--- src/core/cti_pkg.sv ---
// contour trajectory interpolator: shared constants and types
// assumes one 100 MHz controller clock shared by both ends
package cti_pkg;
  localparam int NUM_AXES = 4;
  localparam int INC_W = 16;
  localparam int POS_W = 32;
  localparam int ACC_W = 25;
  localparam int EXP_W = 4;
  localparam int CNT_W = 9;
  localparam int ADDR_W = 3;

  localparam logic [EXP_W-1:0] EXP_MAX = 4'h8;
  localparam logic [EXP_W-1:0] EXP_EXIT = 4'h0;
  localparam logic signed [INC_W-1:0] INC_LIMIT = 16'sh7D00;
  localparam logic [7:0] ERR_CHAR = 8'h3F;

  // 1 ms interpolation tick
  localparam int CLK_PERIOD_NS = 10;
  localparam int TICK_PERIOD_NS = 1000000;
  localparam int TICK_CYCLES = TICK_PERIOD_NS / CLK_PERIOD_NS;

  // controller register word indexes
  localparam logic [ADDR_W-1:0] REG_CMD = 3'h0;
  localparam logic [ADDR_W-1:0] REG_INC_LO = 3'h1;
  localparam logic [ADDR_W-1:0] REG_INC_HI = 3'h2;
  localparam logic [ADDR_W-1:0] REG_STATUS = 3'h3;
  localparam logic [ADDR_W-1:0] REG_IRQ_STAT = 3'h4;
  localparam logic [ADDR_W-1:0] REG_IRQ_MASK = 3'h5;

  localparam int CMD_OP_LSB = 0;
  localparam int CMD_WAIT_BIT = 2;
  localparam int CMD_EXP_LSB = 4;
  localparam int CMD_AXES_LSB = 8;
  localparam int ST_BUSY_BIT = 0;
  localparam int ST_BUF_BIT = 1;
  localparam int ST_ERRCH_LSB = 8;
  localparam int IRQ_DONE_BIT = 0;
  localparam int IRQ_ERR_BIT = 1;

  localparam logic [31:0] INC_RESET = 32'h0000_0000;
  localparam logic [1:0] IRQ_MASK_RESET = 2'h0;

  typedef enum logic [1:0] {CTI_OP_SELECT, CTI_OP_EXP, CTI_OP_INC} cti_op_t;
endpackage

--- src/core/cti_link_if.sv ---
// link between the segment issuer (host end) and the interpolator (device end)
// assumes both ends run on the same clock; no crossing inside
`timescale 1ns/1ps
interface cti_link_if;
  import cti_pkg::*;
  logic rec_valid;
  cti_op_t rec_op;
  logic [NUM_AXES-1:0] rec_axes;
  logic [EXP_W-1:0] rec_exp;
  logic [NUM_AXES-1:0][INC_W-1:0] rec_inc;
  logic rec_wait;
  logic rec_ready;
  logic err_valid;
  logic [7:0] err_char;
  logic contour_buffer_flag;

  modport dev (
    input rec_valid, rec_op, rec_axes, rec_exp, rec_inc, rec_wait,
    output rec_ready, err_valid, err_char, contour_buffer_flag
  );
  modport host (
    output rec_valid, rec_op, rec_axes, rec_exp, rec_inc, rec_wait,
    input rec_ready, err_valid, err_char, contour_buffer_flag
  );
endinterface

--- src/core/cti_dev_end.sv ---
// contour interpolator: takes segment records, emits one point per ms per selected axis
// assumes the host end holds a record steady until rec_ready pulses
`timescale 1ns/1ps

// Notes on behaviour
// - only selected axes of four contour
// - segment lasts two to the n ms
// - linear interpolation, one point per ms
// - signed increments within plus/minus 32000
// - zero exponent then zero increment exits
// - wait flag holds records until segment done
// - no data means no new points
// - bad record answered with question mark
// - last exponent kept for later increments
// - no limit on segment count; length at most 256 ms
// - buffer flag shows a pending record
module cti_dev_end #(
  parameter int TICK_CYCLES = cti_pkg::TICK_CYCLES
) (
  input wire logic sys_clk_in,
  input wire logic arst_n_in,
  cti_link_if.dev link,
  output logic signed [cti_pkg::POS_W-1:0] pos_out [cti_pkg::NUM_AXES],
  output logic [cti_pkg::NUM_AXES-1:0] point_out,
  output logic [cti_pkg::NUM_AXES-1:0] contour_axes_out,
  output logic contour_active_out
);
  import cti_pkg::*;

  typedef enum logic [1:0] {CTI_S_IDLE, CTI_S_WAIT, CTI_S_RUN} cti_state_t;

  localparam int TW = $clog2(TICK_CYCLES + 1);
  localparam logic [TW-1:0] TICK_LAST = TW'(TICK_CYCLES - 1);

  cti_state_t state_q;
  logic [TW-1:0] tick_cnt_q;
  logic tick_q;
  logic rec_ready_q;
  logic err_valid_q;
  logic [7:0] err_char_q;
  logic [EXP_W-1:0] exp_q;
  logic pend_q;
  logic pend_exit_q;
  logic [EXP_W-1:0] pend_exp_q;
  logic [NUM_AXES-1:0][INC_W-1:0] pend_inc_q;
  logic [EXP_W-1:0] run_exp_q;
  logic [NUM_AXES-1:0][INC_W-1:0] run_inc_q;
  logic [CNT_W-1:0] cnt_q;
  logic wait_blk_q;
  logic [NUM_AXES-1:0] rng_bad;
  logic [NUM_AXES-1:0] inc_nz;
  logic take;
  logic bad;
  logic good;
  logic [CNT_W-1:0] seg_last;
  logic seg_end;
  logic load;

  ////////////////////////////////////////////////////////////////////////////
  // free running millisecond tick

  always_ff @(posedge sys_clk_in or negedge arst_n_in) begin
    if (!arst_n_in) begin
      tick_cnt_q <= '0;
      tick_q <= 1'b0;
    end else if (tick_cnt_q == TICK_LAST) begin
      tick_cnt_q <= '0;
      tick_q <= 1'b1;
    end else begin
      tick_cnt_q <= tick_cnt_q + 1'b1;
      tick_q <= 1'b0;
    end
  end

  ////////////////////////////////////////////////////////////////////////////
  // record acceptance and checking

  // no take during a ready pulse: the host drops valid only after it
  always_comb begin
    take = link.rec_valid && !rec_ready_q && !wait_blk_q;
    if (link.rec_op == CTI_OP_INC && pend_q) begin
      take = 1'b0;
    end
    case (link.rec_op)
      CTI_OP_SELECT: begin
        bad = (state_q != CTI_S_IDLE) || (link.rec_axes == '0);
      end
      CTI_OP_EXP: begin
        bad = link.rec_exp > EXP_MAX;
      end
      CTI_OP_INC: begin
        // nonzero motion with a zero exponent has no defined interval
        bad = (state_q == CTI_S_IDLE) || (|rng_bad) ||
              ((exp_q == EXP_EXIT) && (|inc_nz));
      end
      default: begin
        bad = 1'b1;
      end
    endcase
    good = take && !bad;
  end

  always_ff @(posedge sys_clk_in or negedge arst_n_in) begin
    if (!arst_n_in) begin
      rec_ready_q <= 1'b0;
      err_valid_q <= 1'b0;
      err_char_q <= 8'h00;
    end else begin
      rec_ready_q <= take;
      err_valid_q <= take && bad;
      err_char_q <= (take && bad) ? ERR_CHAR : 8'h00;
    end
  end

  always_ff @(posedge sys_clk_in or negedge arst_n_in) begin
    if (!arst_n_in) begin
      exp_q <= EXP_EXIT;
    end else if (good && link.rec_op == CTI_OP_EXP) begin
      exp_q <= link.rec_exp;
    end
  end

  // single record slot between issuer and running segment
  always_ff @(posedge sys_clk_in or negedge arst_n_in) begin
    if (!arst_n_in) begin
      pend_q <= 1'b0;
      pend_exit_q <= 1'b0;
      pend_exp_q <= EXP_EXIT;
      pend_inc_q <= '0;
    end else if (good && link.rec_op == CTI_OP_INC) begin
      pend_q <= 1'b1;
      pend_exit_q <= exp_q == EXP_EXIT;
      pend_exp_q <= exp_q;
      pend_inc_q <= link.rec_inc;
    end else if (load) begin
      pend_q <= 1'b0;
    end
  end

  always_ff @(posedge sys_clk_in or negedge arst_n_in) begin
    if (!arst_n_in) begin
      wait_blk_q <= 1'b0;
    end else if (good && link.rec_op == CTI_OP_INC && link.rec_wait) begin
      wait_blk_q <= 1'b1;
    end else if (!pend_q && (seg_end || state_q != CTI_S_RUN)) begin
      wait_blk_q <= 1'b0;
    end
  end

  ////////////////////////////////////////////////////////////////////////////
  // segment sequencer

  always_comb begin
    seg_last = (9'h001 << run_exp_q) - 9'h001;
    seg_end = tick_q && (state_q == CTI_S_RUN) && (cnt_q == seg_last);
    load = pend_q && ((state_q == CTI_S_WAIT) || seg_end);
  end

  // segments chain forever while records keep coming
  always_ff @(posedge sys_clk_in or negedge arst_n_in) begin
    if (!arst_n_in) begin
      state_q <= CTI_S_IDLE;
      contour_axes_out <= '0;
      run_exp_q <= EXP_EXIT;
      run_inc_q <= '0;
      cnt_q <= '0;
    end else if (load) begin
      cnt_q <= '0;
      run_exp_q <= pend_exp_q;
      run_inc_q <= pend_inc_q;
      if (pend_exit_q) begin
        state_q <= CTI_S_IDLE;
        contour_axes_out <= '0;
      end else begin
        state_q <= CTI_S_RUN;
      end
    end else begin
      case (state_q)
        CTI_S_IDLE: begin
          if (good && link.rec_op == CTI_OP_SELECT) begin
            state_q <= CTI_S_WAIT;
            contour_axes_out <= link.rec_axes;
          end
        end
        CTI_S_RUN: begin
          if (seg_end) begin
            state_q <= CTI_S_WAIT;
          end else if (tick_q) begin
            cnt_q <= cnt_q + 1'b1;
          end
        end
        CTI_S_WAIT: begin
          state_q <= CTI_S_WAIT;
        end
        default: begin
          state_q <= CTI_S_IDLE;
        end
      endcase
    end
  end

  always_ff @(posedge sys_clk_in or negedge arst_n_in) begin
    if (!arst_n_in) begin
      contour_active_out <= 1'b0;
    end else begin
      contour_active_out <= (state_q != CTI_S_IDLE) || load;
    end
  end

  ////////////////////////////////////////////////////////////////////////////
  // per axis interpolation

  for (genvar a = 0; a < NUM_AXES; a++) begin : g_axis
    logic signed [INC_W-1:0] inc_in;
    logic signed [ACC_W-1:0] acc_q;
    logic signed [ACC_W-1:0] acc_nx;
    logic signed [ACC_W-1:0] acc_sh;
    logic signed [POS_W-1:0] start_q;
    logic signed [POS_W-1:0] pos_nx;
    logic step;

    assign inc_in = $signed(link.rec_inc[a]);
    assign rng_bad[a] = (inc_in > INC_LIMIT) || (inc_in < -INC_LIMIT);
    assign inc_nz[a] = |link.rec_inc[a];
    // unselected axes never step, so other modes keep them
    assign step = tick_q && (state_q == CTI_S_RUN) && contour_axes_out[a];

    // position is start plus floor(k*inc / 2^n): the remainder rides in acc
    always_comb begin
      acc_nx = acc_q + {{(ACC_W - INC_W){run_inc_q[a][INC_W-1]}}, run_inc_q[a]};
      acc_sh = acc_nx >>> run_exp_q;
      pos_nx = start_q + {{(POS_W - ACC_W){acc_sh[ACC_W-1]}}, acc_sh};
    end

    always_ff @(posedge sys_clk_in or negedge arst_n_in) begin
      if (!arst_n_in) begin
        acc_q <= '0;
        start_q <= '0;
      end else if (load) begin
        acc_q <= '0;
        start_q <= step ? pos_nx : pos_out[a];
      end else if (step) begin
        acc_q <= acc_nx;
      end
    end

    always_ff @(posedge sys_clk_in or negedge arst_n_in) begin
      if (!arst_n_in) begin
        pos_out[a] <= '0;
        point_out[a] <= 1'b0;
      end else begin
        point_out[a] <= step;
        if (step) begin
          pos_out[a] <= pos_nx;
        end
      end
    end
  end

  assign link.rec_ready = rec_ready_q;
  assign link.err_valid = err_valid_q;
  assign link.err_char = err_char_q;
  assign link.contour_buffer_flag = pend_q;
endmodule

--- src/flat_wrapper.sv ---
// flat-port wrapper written by rule: the top's interface ports become plain ports
module cti_dev_end_flat import cti_pkg::*;
#(
  parameter int TICK_CYCLES = cti_pkg::TICK_CYCLES
)
  (sys_clk_in, arst_n_in, pos_out, point_out, contour_axes_out, contour_active_out, link_rec_valid, link_rec_op, link_rec_axes, link_rec_exp, link_rec_inc, link_rec_wait, link_rec_ready, link_err_valid, link_err_char, link_contour_buffer_flag);
  cti_link_if link_i ();
  input wire logic sys_clk_in;
  input wire logic arst_n_in;
  output logic signed [cti_pkg::POS_W-1:0] pos_out[cti_pkg::NUM_AXES];
  output logic [cti_pkg::NUM_AXES-1:0] point_out;
  output logic [cti_pkg::NUM_AXES-1:0] contour_axes_out;
  output logic contour_active_out;
  input wire logic [$bits(link_i.rec_valid)-1:0] link_rec_valid;
  input wire logic [$bits(link_i.rec_op)-1:0] link_rec_op;
  input wire logic [$bits(link_i.rec_axes)-1:0] link_rec_axes;
  input wire logic [$bits(link_i.rec_exp)-1:0] link_rec_exp;
  input wire logic [$bits(link_i.rec_inc)-1:0] link_rec_inc;
  input wire logic [$bits(link_i.rec_wait)-1:0] link_rec_wait;
  output wire logic [$bits(link_i.rec_ready)-1:0] link_rec_ready;
  output wire logic [$bits(link_i.err_valid)-1:0] link_err_valid;
  output wire logic [$bits(link_i.err_char)-1:0] link_err_char;
  output wire logic [$bits(link_i.contour_buffer_flag)-1:0] link_contour_buffer_flag;
  assign link_i.rec_valid = link_rec_valid;
  assign link_i.rec_op = link_rec_op;
  assign link_i.rec_axes = link_rec_axes;
  assign link_i.rec_exp = link_rec_exp;
  assign link_i.rec_inc = link_rec_inc;
  assign link_i.rec_wait = link_rec_wait;
  assign link_rec_ready = link_i.rec_ready;
  assign link_err_valid = link_i.err_valid;
  assign link_err_char = link_i.err_char;
  assign link_contour_buffer_flag = link_i.contour_buffer_flag;
  cti_dev_end #(.TICK_CYCLES(TICK_CYCLES)) u_core (.sys_clk_in(sys_clk_in), .arst_n_in(arst_n_in), .link(link_i), .pos_out(pos_out), .point_out(point_out), .contour_axes_out(contour_axes_out), .contour_active_out(contour_active_out));
endmodule
--- config.mk ---
export PLATFORM = sky130hd
export DESIGN_NAME = cti_dev_end_flat
export DESIGN_NICKNAME = d
export VERILOG_FILES = /design/src/core/cti_pkg.sv /design/src/core/cti_link_if.sv /design/src/core/cti_dev_end.sv /design/src/flat_wrapper.sv
export SDC_FILE = /design/constraint.sdc
export NUM_CORES = 2
export LEC_CHECK = 0
export BUFFER_PORTS_ARGS = -buffer_cell sky130_fd_sc_hd__buf_4
export CORE_ASPECT_RATIO = 1.2
export CORE_MARGIN = 5
export CORE_UTILIZATION = 35
export DETAILED_ROUTE_END_ITERATION = 6
export HOLD_SLACK_MARGIN = 0.02
export PLACE_DENSITY = 0.52
export SLEW_MARGIN = 20
export SYNTH_ARGS = -nofsm -noshare
export SYNTH_HDL_FRONTEND = slang
export SYNTH_SLANG_ARGS = --single-unit
--- constraint.sdc ---
create_clock -name sys_clk_in -period 7.3 [get_ports sys_clk_in]
set_input_delay 0 -clock sys_clk_in [delete_from_list [all_inputs] [get_ports sys_clk_in]]
set_output_delay 0 -clock sys_clk_in [all_outputs]
set_load 0.005 [all_outputs]
==> metrics.md <==
| Metric | Value |
|---|---|
| Status | finished, final reports clean |
| Total power draw | 6.62 mW |
| EDFF count, synth | 0 |
| Gr ovfl total | 0 |
| Mapped cell area | 0.0359 mm2 |
| Worst r2r path cells | 23 |
| Post-DRT Antenna Nets | 0 |
| Chip height | 361 um |
| CTS H-tree lvls | 3 |
| Maximum fanout along the worst path | 11 |
| Yosys top cell by area | dfrtp_1 |
| Register bit total from synthesis | 539 |
| Drt pass-1 iters | 5 |
| Row Count | 128 |
| Critical Path Max Stage Delay | between 0.6 and 0.7 ns |
| Slowest-stage cell, CP | o311ai_0 |
| Pwr Density | between 150 and 200 mW/mm2 |
| # DRC | 0 |
| Arr. time, crit path | 7.27 ns |
| # diodes | 0 |
| Dpl cells | 5,599 |
| Area Growth Syn to Fin | 17.8% |
| Hpwl dp | 79,900 um |
| Max-cap violation count | 0 |
| Share of cells above drive strength 1 | 14.0% |
| Post-synth top flop | dfrtp_1 |
| RSZ-0062 raised after global routing | no |
| Syn Inst Count | 4,148 |
| Yosys cell types | a little under 90 |
| Core box area | approximately 0.1 mm2 |
| Min Tclk post-route | 6.77 ns |
| Final Hold Slack | 0.0617 ns |
| Worst setup SP type | flip-flop |
| DIE AREA | 0.109 mm2 |
| Average wire per standard cell | approximately 19 um |
| Total wire length | 110,000 um |
| Number of antenna violations at the first check in global routing | 0 |
| Setup crit end kind | flip-flop |
| Setup-failing EPs final | 0 |
| CP Class | reg2reg |
| Mean Syn Cell Area | a little under 9 um2 |
| Lkg Pwr | 21.4 nW |
| Final hold viol count | 0 |
| Cell mode on critical path | a21o_1 |
| Root Buffer | clkbuf_16 |
| CTS buffer count | 67 |
| Flop2flop setup slack | 0.53 ns |
| Longest Clk Path Bufs | 3 |
| Reg2reg end | u_core.g_axis[1].start_q[30]$_DFFE_PN0P_ |
| Commonest non-fill, non-tap cell in the layout | nand2_1 |
| CP startpoint | u_core.run_inc_q[31]$_DFFE_PN0P_ |
| Most frequent cells in the layout | nand2_1 (896), dfrtp_1 (535), a21oi_1 (335), nor2_1 (279), buf_4 (275) |
| Crit path to | u_core.g_axis[1].start_q[30]$_DFFE_PN0P_ |
| Post-synth top area share | 37.5% |
| Fmax | 148 MHz |
| Final core occ | 41.6% |
| IO Port Bufs | 223 |
| Number of global-route vias before repair | 30,294 |
| Fill cells | 10,284 |
| Setup TNS | 0 ns |
| Die Wd | 303 um |
| Clock Sinks | about 540 |
| FFs w/ async S/R, synth | 100% |
| Register area share after synthesis | 37.5% |
| Non-Filler Instances | 5,812 |
| Number of vias per cell | 5.27 |
| Final max-slew violation count | 0 |
| Ys Warns | 0 |
| Slew headroom | 32.4% |
| Clock slew at reported path FFs | approximately 0.06 ns |
| Vias | between 30,000 and 40,000 |
| Tightest Pin Transition | 1.01 ns |
| Largest net degree at the start of global routing | 166 |
| Top Ports | 226 |
| Nets | 4,704 |
| Worst R2R Start | u_core.run_inc_q[31]$_DFFE_PN0P_ |
| Iteration-0 DRC Markers | 2,061 |
| Critical path cell sequence | ha_1, a21o_1, a21o_1, a21o_1, or3_1, o22ai_1, xnor2_1, nor2_1, a21oi_1, o22a_1, o21ai_0, a221oi_1, ha_1, a21o_1, a211o_1, o311ai_0, o21a_1, o21ai_0, nand4_1, a21oi_1, o41ai_1, nor4_1, a211o_1 |
| GRT Util Overall | between 10% and 20% |
| WP data required | around 7.8 ns |
| CTS-repair resized insts | 0 |
| Clock latency on the worst-skew pair | 0.63 ns |
| Starting Density | 35.3% |
| First-pass GRT wire length | approximately 170,000 um |
| CTS tree | yes |
| Max rail drop VDD | 0.128 mV |
| Area contributors post-synth | dfrtp_1 (38%), nand2_1 (9.4%), ha_1 (7.8%), mux2_2 (4.8%), a21oi_1 (4.7%) |
| GP Congestion | 0.877 |
| Hold WC Path Type | in2async |
| Final Cycle Share | 92.7% |
| Skew final | ~0.030 ns |
[repair_timing]
| action | 4_1_cts | 5_1_grt |
|---|---|---|
| hold buffers | 92 | 0 |
| endpoints found under the hold margin | 188 | 0 |
| buffers inserted | 0 | 0 |
[critical path, delay by kind of cell, from the launching register on]
kind                     cells  cell delay [ns]
XOR/XNOR                     1             0.28
flip-flops                   1             0.61
adder cells (fa/ha/maj)      2             0.74
AO/OA/AOI/OAI               16             4.31
AND/OR/NAND/NOR              4             0.69
[final cells by class]
cell class,instances,area (um2),share of cell area [%]
inverters,83,313,0.739
well taps,1365,1710,4.03
flip-flops and latches,539,13500,31.9
multi-input cells,3327,21400,50.4
clock buffers,94,1920,4.53
repair buffers,377,3190,7.53
clock inverters,27,362,0.854
[worst min path at each step]
stage | start | endpoint
floorplan | arst_n_in | u_core.cnt_q[0]$_DFFE_PN0P_
global placement | arst_n_in | u_core.pend_inc_q[59]$_DFFE_PN0P_
detailed placement | arst_n_in | u_core.pend_inc_q[54]$_DFFE_PN0P_
CTS | arst_n_in | u_core.pend_inc_q[52]$_DFFE_PN0P_
global route | arst_n_in | u_core.pend_inc_q[58]$_DFFE_PN0P_
finish | arst_n_in | u_core.pend_inc_q[58]$_DFFE_PN0P_
[sequential cells by signal, summed over array words and instances (netlist names), 9 cells and up]
signal / flops
u_core.g_axis.start_q: 128
u_core.pos_out: 128
u_core.g_axis.acc_q: 100
u_core.pend_inc_q: 64
u_core.run_inc_q: 64
u_core.tick_cnt_q: 17
u_core.cnt_q: 9
[synthesized netlist by cell type, types with 8 or more instances]
master / number
a211oi_1: 73
o211a_1: 8
o22ai_1: 12
or2_2: 9
buf_4: 8
mux2_2: 154
nand4_1: 28
buf_2: 22
nand3_1: 48
and2_1: 30
ha_1: 223
o21bai_1: 26
or4_1: 9
nor2b_1: 29
dfrtp_1: 539
mux2i_1: 93
or3_1: 15
inv_1: 75
a31o_2: 8
a21boi_0: 11
nand2b_1: 22
o22a_1: 9
o21ai_0: 263
nor2_1: 279
o21a_1: 50
and4_1: 9
xor2_1: 93
a21o_1: 109
a31oi_1: 31
o211ai_1: 31
mux4_2: 16
buf_1: 24
fa_1: 8
clkbuf_1: 146
and3_1: 37
a21oi_1: 335
nor4_1: 21
nor3_1: 47
nand2_1: 901
a211o_1: 13
o31ai_1: 25
xnor2_1: 128
[power by group]
group          switching (mW)  total (mW)  internal [mW]
clock                    1.38        3.48           2.10
sequential                  0        2.99           2.99
combinational          0.0922       0.155         0.0627
[logic make-up after synthesis]
logic type,synth area share [%]
compound gates,19.5
xor+xnor,5.43
fa+ha+maj,8.21
buf+inv,3.12
flops,37.5
mux,8.42
other cells,0.0104
simple gates,17.8
[metrics by stage]
step                      cell area [um2]  worst slack, ns
final                               42400            0.531
after CTS                           42400            0.585
after floorplan                     35900             1.53
after global placement              39100            0.615
after global routing                42400          0.00889
after detailed placement            39100            0.658
[layer usage]
layer  vias to the layer above  global-route usage (%)  wire [um]
li1                      15242                       -          -
met1                     14647                    29.0      53900
met5                         -                       0          0
met4                         0                    5.40       2840
met3                       138                    3.15       5150
met2                       629                    30.1      47900
Power figures use the tool's default switching activity.
